--- config.mk ---
export PLATFORM = sky130hd
export DESIGN_NAME = iec_ctrl
export DESIGN_NICKNAME = d
export VERILOG_FILES = /design/src/pkg/iec_pkg.sv /design/src/logic/iec_edge_det.sv /design/src/logic/iec_ctrl.sv
export SDC_FILE = /design/constraint.sdc
export NUM_CORES = 1
export LEC_CHECK = 0
export ABC_AREA = 1
export BUFFER_PORTS_ARGS = -buffer_cell sky130_fd_sc_hd__clkbuf_2
export CAP_MARGIN = 25
export CORE_MARGIN = 4
export CORE_UTILIZATION = 51
export DETAILED_ROUTE_END_ITERATION = 12
export PLACE_DENSITY = 0.91
export SKIP_CTS_REPAIR_TIMING = 1
export SYNTH_ARGS = -nofsm -noshare
export SYNTH_HDL_FRONTEND = slang
export SYNTH_SLANG_ARGS = --single-unit
--- constraint.sdc ---
create_clock -name clk -period 1.63 [get_ports clk]
set_input_delay 0.326 -clock clk [delete_from_list [all_inputs] [get_ports clk]]
set_output_delay 0.326 -clock clk [all_outputs]
set_load 0.05 [all_outputs]
--- src/pkg/iec_pkg.sv ---
// Package: register map, field layout and carriers of the interrupt control
package iec_pkg;

	// -------------------------------------------------------------------
	// Register map (byte addresses on the APB)
	// -------------------------------------------------------------------
	localparam int         ADDR_W   = 8;
	localparam logic [7:0] OFS_EDGE = 8'h00;
	localparam logic [7:0] OFS_EN1  = 8'h04;
	localparam logic [7:0] OFS_EN2  = 8'h08;
	localparam logic [7:0] OFS_FLAG = 8'h0C;

	// -------------------------------------------------------------------
	// Widths and reset values
	// -------------------------------------------------------------------
	localparam int         EXT_N        = 5;
	localparam int         WKP_N        = 8;
	localparam int         CH_N         = 8;
	localparam logic [4:0] RST_EDGE_SEL = 5'h00;
	localparam logic [2:0] EDGE_RSV     = 3'h7;
	localparam logic [7:0] RST_EN       = 8'h00;
	localparam logic [4:0] RST_FLAG     = 5'h00;
	localparam logic [1:0] ARM_FULL     = 2'h3;

	// -------------------------------------------------------------------
	// Bit positions in the enable registers
	// -------------------------------------------------------------------
	localparam int EN1_TA  = 7;
	localparam int EN1_RSV = 6;
	localparam int EN1_WP  = 5;
	localparam int EN2_DT  = 7;
	localparam int EN2_AD  = 6;
	localparam int EN2_RSV = 5;
	localparam int EN2_TG  = 4;
	localparam int EN2_FH  = 3;
	localparam int EN2_FL  = 2;

	// -------------------------------------------------------------------
	// Edge channels: 0..4 external pins, then the three shared pins
	// -------------------------------------------------------------------
	localparam int CH_ADC_TRIGGER_PIN = 5;
	localparam int CH_TMF   = 6;
	localparam int CH_TMC   = 7;
	localparam int SEL_ADC_TRIGGER_PIN = 4;
	localparam int SEL_TMF   = 3;
	localparam int SEL_TMC   = 1;

	// Request flags raised by the peripherals themselves
	typedef struct packed {
		logic       timer_a;
		logic [7:0] wakeup;
		logic       dxfer;
		logic       adc;
		logic       timer_g;
		logic       timer_fh;
		logic       timer_fl;
	} iec_src_t;

	// Gated requests towards the CPU
	typedef struct packed {
		logic [4:0] ext;
		logic       wakeup;
		logic       timer_a;
		logic       dxfer;
		logic       adc;
		logic       timer_g;
		logic       timer_fh;
		logic       timer_fl;
	} iec_req_t;

	// Edge pulses handed to the shared peripherals
	typedef struct packed {
		logic adc_trigger;
		logic timer_f;
		logic timer_c;
	} iec_evt_t;

endpackage

--- src/logic/iec_edge_det.sv ---
// Synchronised edge detector with selectable polarity
`timescale 1ns/1ps
module iec_edge_det (
	input  wire logic clk,
	input  wire logic resetn,
	input  wire logic ce,
	input  wire logic pin,
	input  wire logic rise_sel,
	output logic      edge_hit
);

	logic       sync1;
	logic       sync2;
	logic       prev;
	logic [1:0] fill;
	logic       armed;
	logic       rose;
	logic       fell;

	// -------------------------------------------------------------------
	// Synchroniser, history and warm-up counter
	// -------------------------------------------------------------------
	// The warm-up stops a pin that idles high from faking an edge
	// out of reset, at the price of three blind cycles.
	always_ff @(posedge clk) begin
		if (!resetn) begin
			sync1 <= 1'b0;
			sync2 <= 1'b0;
			prev  <= 1'b0;
			fill  <= 2'h0;
		end else if (ce) begin
			sync1 <= pin;
			sync2 <= sync1;
			prev  <= sync2;
			if (!armed)
				fill <= fill + 2'h1;
		end
	end

	// Polarity select: 1 catches rising, 0 falling
	assign armed    = (fill == iec_pkg::ARM_FULL);
	assign rose     = sync2 & ~prev;
	assign fell     = ~sync2 & prev;
	assign edge_hit = armed & (rise_sel ? rose : fell);

endmodule

--- src/logic/iec_ctrl.sv ---
// Interrupt edge select, enable registers and request gating, APB slave
//
// Design decisions made here: the APB slave port and the register offsets.
`timescale 1ns/1ps
// Notes on behaviour
// - edge_sel_4 picks falling (0) or rising (1) on ext pin 4 and ADC trigger.
// - edge_sel_3 picks edge for ext pin 3 and timer F event input.
// - edge_sel_2 picks falling (0) or rising (1) on ext pin 2.
// - edge_sel_1 picks edge for ext pin 1 and timer C event input.
// - edge_sel_0 picks falling (0) or rising (1) on ext pin 0; resets 0.
// - Both enable registers are 8-bit read/write and reset to zero.
// - Enable one bit 7 gates timer A overflow requests.
// - Enable one bit 6 is spare, read/write, resets to zero.
// - Enable one bit 5 gates requests from all eight wakeup pins.
// - Enable one bits 4..0 gate the matching external pin requests.
// - Enable two bit 7 gates direct transfer requests.
// - Enable two bit 6 gates A/D converter requests.
// - Enable two bit 5 is spare, read/write, resets to zero.
// - Enable two bit 4 gates timer G capture and overflow requests.
// - Enable two bit 3 gates timer FH compare and overflow requests.
// - Enable two bit 2 gates timer FL compare and overflow requests.
// - External flag sets on the selected edge when the pin is an interrupt.
// - Top three edge select bits read as one and ignore writes.
module iec_ctrl (
	input  wire logic                          clk,
	input  wire logic                          resetn,
	input  wire logic                          ce,
	input  wire logic                          psel,
	input  wire logic                          penable,
	input  wire logic                          pwrite,
	input  wire logic [iec_pkg::ADDR_W-1:0]    paddr,
	input  wire logic [31:0]                   pwdata,
	output logic      [31:0]                   prdata,
	output logic                               pready,
	output logic                               pslverr,
	input  wire logic [iec_pkg::EXT_N-1:0]     ext_int_pin,
	input  wire logic [iec_pkg::EXT_N-1:0]     ext_int_func,
	input  wire logic                          adc_trigger_pin,
	input  wire logic                          timer_f_event_input,
	input  wire logic                          timer_c_event_input,
	input  wire iec_pkg::iec_src_t             src_flag,
	output iec_pkg::iec_req_t                  irq_req,
	output iec_pkg::iec_evt_t                  edge_evt,
	output logic      [iec_pkg::EXT_N-1:0]     ext_int_flag
);

	// -------------------------------------------------------------------
	// Register state
	// -------------------------------------------------------------------
	logic [4:0]                irq_edge_select;
	logic [7:0]                interrupt_enable_one;
	logic [7:0]                interrupt_enable_two;

	// -------------------------------------------------------------------
	// Bus decode
	// -------------------------------------------------------------------
	logic                      access;
	logic                      done;
	logic                      wr_done;
	logic                      rd_done;
	logic                      hit_edge;
	logic                      hit_en1;
	logic                      hit_en2;
	logic                      hit_flag;
	logic                      mapped;
	logic [31:0]               rd_mux;
	logic                      next_pready;

	// Access phase; the answer comes one cycle into it
	assign access      = psel & penable;
	assign done        = access & pready;
	assign wr_done     = done & pwrite & ce;
	assign rd_done     = done & ~pwrite & ce;
	assign next_pready = access & ~pready;
	assign hit_edge    = (paddr == iec_pkg::OFS_EDGE);
	assign hit_en1     = (paddr == iec_pkg::OFS_EN1);
	assign hit_en2     = (paddr == iec_pkg::OFS_EN2);
	assign hit_flag    = (paddr == iec_pkg::OFS_FLAG);
	assign mapped      = hit_edge | hit_en1 | hit_en2 | hit_flag;

	// Read mux; the spare edge bits are forced high
	assign rd_mux =
		hit_edge ? {24'h000000, iec_pkg::EDGE_RSV, irq_edge_select} :
		hit_en1  ? {24'h000000, interrupt_enable_one} :
		hit_en2  ? {24'h000000, interrupt_enable_two} :
		hit_flag ? {27'h0000000, ext_int_flag} :
		32'h00000000;

	// -------------------------------------------------------------------
	// APB answer
	// -------------------------------------------------------------------
	// Ready, error and read data are all registered so the bus outputs
	// come straight from flip-flops; costs one wait state per access.
	always_ff @(posedge clk) begin
		if (!resetn) begin
			pready  <= 1'b0;
			pslverr <= 1'b0;
			prdata  <= 32'h00000000;
		end else if (ce) begin
			pready  <= next_pready;
			pslverr <= next_pready & ~mapped;
			if (next_pready && !pwrite)
				prdata <= rd_mux;
		end
	end

	// -------------------------------------------------------------------
	// Edge select and enable registers
	// -------------------------------------------------------------------
	// Only the low five edge bits are storage; the top three are
	// constants, so writes to them fall away.
	always_ff @(posedge clk) begin
		if (!resetn) begin
			irq_edge_select      <= iec_pkg::RST_EDGE_SEL;
			interrupt_enable_one <= iec_pkg::RST_EN;
			interrupt_enable_two <= iec_pkg::RST_EN;
		end else if (wr_done) begin
			if (hit_edge)
				irq_edge_select <= pwdata[4:0];
			if (hit_en1)
				interrupt_enable_one <= pwdata[7:0];
			if (hit_en2)
				interrupt_enable_two <= pwdata[7:0];
		end
	end

	// -------------------------------------------------------------------
	// Edge detection on the pins
	// -------------------------------------------------------------------
	logic [iec_pkg::CH_N-1:0]  ch_pin;
	logic [iec_pkg::CH_N-1:0]  ch_rise;
	logic [iec_pkg::CH_N-1:0]  ch_hit;

	// Shared pins follow the edge bit of their partner pin
	assign ch_pin  = {timer_c_event_input, timer_f_event_input,
	                  adc_trigger_pin, ext_int_pin};
	assign ch_rise = {irq_edge_select[iec_pkg::SEL_TMC],
	                  irq_edge_select[iec_pkg::SEL_TMF],
	                  irq_edge_select[iec_pkg::SEL_ADC_TRIGGER_PIN],
	                  irq_edge_select};

	// One synchronised detector per channel
	genvar gi;
	generate
		for (gi = 0; gi < iec_pkg::CH_N; gi++) begin : g_ch
			iec_edge_det u_det (
				.clk      (clk),
				.resetn   (resetn),
				.ce       (ce),
				.pin      (ch_pin[gi]),
				.rise_sel (ch_rise[gi]),
				.edge_hit (ch_hit[gi])
			);
		end
	endgenerate

	// -------------------------------------------------------------------
	// External request flags
	// -------------------------------------------------------------------
	logic [iec_pkg::EXT_N-1:0] ext_set;
	logic [iec_pkg::EXT_N-1:0] ext_keep;
	logic [iec_pkg::EXT_N-1:0] next_ext_flag;
	logic                      wr_flag;

	// An edge landing in the clearing cycle still sets the flag
	assign wr_flag       = wr_done & hit_flag;
	assign ext_set       = ch_hit[iec_pkg::EXT_N-1:0] & ext_int_func;
	assign ext_keep      = wr_flag ? pwdata[iec_pkg::EXT_N-1:0] : 5'h1F;
	assign next_ext_flag = (ext_int_flag & ext_keep) | ext_set;

	always_ff @(posedge clk) begin
		if (!resetn)
			ext_int_flag <= iec_pkg::RST_FLAG;
		else if (ce)
			ext_int_flag <= next_ext_flag;
	end

	// -------------------------------------------------------------------
	// Request gating and event pulses
	// -------------------------------------------------------------------
	iec_pkg::iec_req_t         next_req;
	iec_pkg::iec_evt_t         next_evt;

	// Each source needs both its flag and its enable
	assign next_req.ext      = ext_int_flag &
	                           interrupt_enable_one[4:0];
	assign next_req.wakeup   = (|src_flag.wakeup) &
	                           interrupt_enable_one[iec_pkg::EN1_WP];
	assign next_req.timer_a  = src_flag.timer_a &
	                           interrupt_enable_one[iec_pkg::EN1_TA];
	assign next_req.dxfer    = src_flag.dxfer &
	                           interrupt_enable_two[iec_pkg::EN2_DT];
	assign next_req.adc      = src_flag.adc &
	                           interrupt_enable_two[iec_pkg::EN2_AD];
	assign next_req.timer_g  = src_flag.timer_g &
	                           interrupt_enable_two[iec_pkg::EN2_TG];
	assign next_req.timer_fh = src_flag.timer_fh &
	                           interrupt_enable_two[iec_pkg::EN2_FH];
	assign next_req.timer_fl = src_flag.timer_fl &
	                           interrupt_enable_two[iec_pkg::EN2_FL];

	// Shared-pin edges are handed on, not latched here
	assign next_evt.adc_trigger = ch_hit[iec_pkg::CH_ADC_TRIGGER_PIN];
	assign next_evt.timer_f     = ch_hit[iec_pkg::CH_TMF];
	assign next_evt.timer_c     = ch_hit[iec_pkg::CH_TMC];

	always_ff @(posedge clk) begin
		if (!resetn) begin
			irq_req  <= '0;
			edge_evt <= '0;
		end else if (ce) begin
			irq_req  <= next_req;
			edge_evt <= next_evt;
		end
	end
endmodule

==> impl_results.md <==
* Yosys reg bits at 91
* Crit share post-route at 89.1%
* Routability cong. at 0.918
* PD cells at 973 nW/um2
* Critical Path AT at 1130 ps
* Register area share after synthesis at 44.5%
* Top-area cell type share of the netlist area at 44.5%
* DIE HEIGHT at 97.6 um
* Avg Cell Area, Syn at 7.28 um2
* Clk buf depth at 2
* RSZ-0062 raised after global routing: false
* Post-detail-place hpwl at 7.81 mm
* Util after Layout at 60.9%
* Endpoint type of the worst setup path: output port
* CTS tree: yes
* Starting Density at 52.7%
* Fmax at 688 MHz
* Hold Violations, Final at 0
* Die W at 97.6 um
* Vias/cell at 5.18
* CTS root buf: clkbuf_8
* Lkg Pwr at 2.14 nW
* Unique masters post-synth at 29
* Total wire length at 10.3 mm
* Minimum hold slack at 190 ps
* Tightest Pin Transition at 500 ps
* Setup Skew at 6.45 ps
* Most common cell in the netlist: nor2_1
* Max H-tree Level at 3
* Final number of setup-violating endpoints at 0
* Peak supply drop at 0.000549 V
* Die footprint at 9520 um2
* Biggest area consumer among synthesized cells: dfxtp_1
* Number of DRC markers in iteration 0 at 216
* Min cycle time layout at 1450 ps
* Num ports at 127
* CP max-delay cell: dfxtp_1
* CP Max Fanout at 4
* Max cap viols at 0
* Post-DR wirelength/cell at 13.8 um
* Final net count at 720
* Buffers & Inverters on Critical Path at 1
* Total CTS buffers at 9
* Setup CP Type: reg -> out
* Rows at 32
* # DRC at 0
* Rel. slew slack at 66.6%
* Worst Setup Start Kind: flop
* GRT Total Usage at 21.6%
* Post-Layout Inst Area at 4730 um2
* Clock latency at the later pin of the worst-skew pair at 360 ps
* Total design power at 4.60 mW
* Grt ovf at 0
* Total negative slack at 0 ps
* Largest net degree at the start of global routing at 34
* Drt pass-1 iters at 5
* Area post-placement at 4520 um2
* I/O Buffers at 78
* CTS sink cnt at 91
* Yosys warns at 0
* # diodes at 0
* Number of routed nets with antenna violations at 0
* Commonest cells post-synth: nor2_1, dfxtp_1, o21ai_0
* Vias at 3868
* CP max stage delay at 450 ps
* EDFF count, synth at 0
* Worst Setup Slack, final at 177 ps
* Initial antenna violation count at 0
* Layout area overhead at 15.6%
* Synthesized cell area at 4090 um2
* Std-Cell Core Area at 7770 um2
* Required @ worst endpoint at 1300 ps
* First-pass GRT wire length at 16.8 mm
* Placed Cells at 730
* Pre-CTS setup slack at -58.7 ps
* Syn Inst Count at 562
* Final Slew Violations at 0
* Top_reg_cell synth: dfxtp_1
* Share of cells above drive strength 1 at 18.6%
* CP Cell Sequence: clkbuf_2
* Async S/R FF share, synth at 0%
* Largest cells by area after synthesis: dfxtp_1, o21ai_0, nor2_1
* Vias in the first global route at 3660
* Status: finished, final reports clean
* Final cell count without fillers at 746
* Hold WC Path Type: in -> reg
* Largest delay share family, worst path: flip-flops
* Clock-pin slew on the worst setup and hold paths at 90 ps
[logic make-up after synthesis]
| family | synth area share [%] |
|---|---|
| AO/OA/AOI/OAI | 19.9 |
| adder cells (fa/ha/maj) | 2.45 |
| buffers and inverters | 12.7 |
| flip-flops | 44.5 |
| other | 0.0916 |
| AND/OR/NAND/NOR | 20.3 |
[routing by layer]
metal	vias up	routed length, um	GRT usage, %
met2	124	5050	37.4
met1	1796	4410	26.2
li1	1935	-	-
met4	0	186	8.09
met3	13	656	4.81
met5	-	0	0
[cell type report]
class / instances / area [um2]
clock buffers: 10 / 138
clock inverters: 6 / 70.1
fillers: 737 / 3040
inverters: 64 / 245
multi-input cells: 385 / 1840
flip-flops and latches: 91 / 1820
well taps: 102 / 128
repair buffers: 88 / 490
[worst register-to-register path: stages (launching register included)]
cell and delay [ps]:
dfxtp_2 340, inv_1 120, nand4_1 210, nor2_4 280
nand2_4 100, inv_2 100, o211ai_1 110, nand2_1 70
inv_1 30
[registers in the layout (all words and copies together), names as in the netlist, 3 cells and up]
| signal | flops |
|---|---|
| g_ch.u_det.fill | 16 |
| irq_req | 12 |
| g_ch.u_det.prev | 8 |
| g_ch.u_det.sync1 | 8 |
| g_ch.u_det.sync2 | 8 |
| interrupt_enable_one | 8 |
| interrupt_enable_two | 8 |
| prdata | 8 |
| ext_int_flag | 5 |
| irq_edge_select | 5 |
| edge_evt | 3 |
[worst paths after layout]
path	from	end	slack, ps	cells past startpoint
setup reg to reg	pready$_SDFFE_PN0P_	prdata[6]$_SDFFE_PN0P_	190	8
setup / recovery	ext_int_flag[4]$_SDFFE_PN0P_	ext_int_flag[4]	180	1
hold / removal	ext_int_pin[3]	g_ch[3].u_det.sync1$_SDFFE_PN0P_	190	3
hold reg to reg	interrupt_enable_one[6]$_SDFFE_PN0P_	interrupt_enable_one[6]$_SDFFE_PN0P_	460	2
[where the power goes]
group          total [mW]  switching (mW)  internal, mW
Combinational       0.633           0.461         0.173
Sequential           2.37          0.0489          2.32
Clock                1.60           0.833         0.765
Total                4.60            1.34          3.26
[placed cells by master, fill, tap and decap left out, types with 3 or more instances in the layout]
cell       netlist  routed
nor2_1         106     106
dfxtp_1         91      90
inv_1           60      60
a21oi_1         68      68
inv_2            3       3
nand4_1          3       3
clkinv_4         1       3
ha_1             8       8
buf_4           25       8
conb_1           1      24
o2111ai_1        3       3
nand3_1         20      20
clkbuf_8         0      10
nor3_1           4       4
nand2_1         48      48
clkbuf_2         0      78
nor2_2           3       3
o21ai_0         83      83
Note: power is estimated with default switching activity, not from simulation.
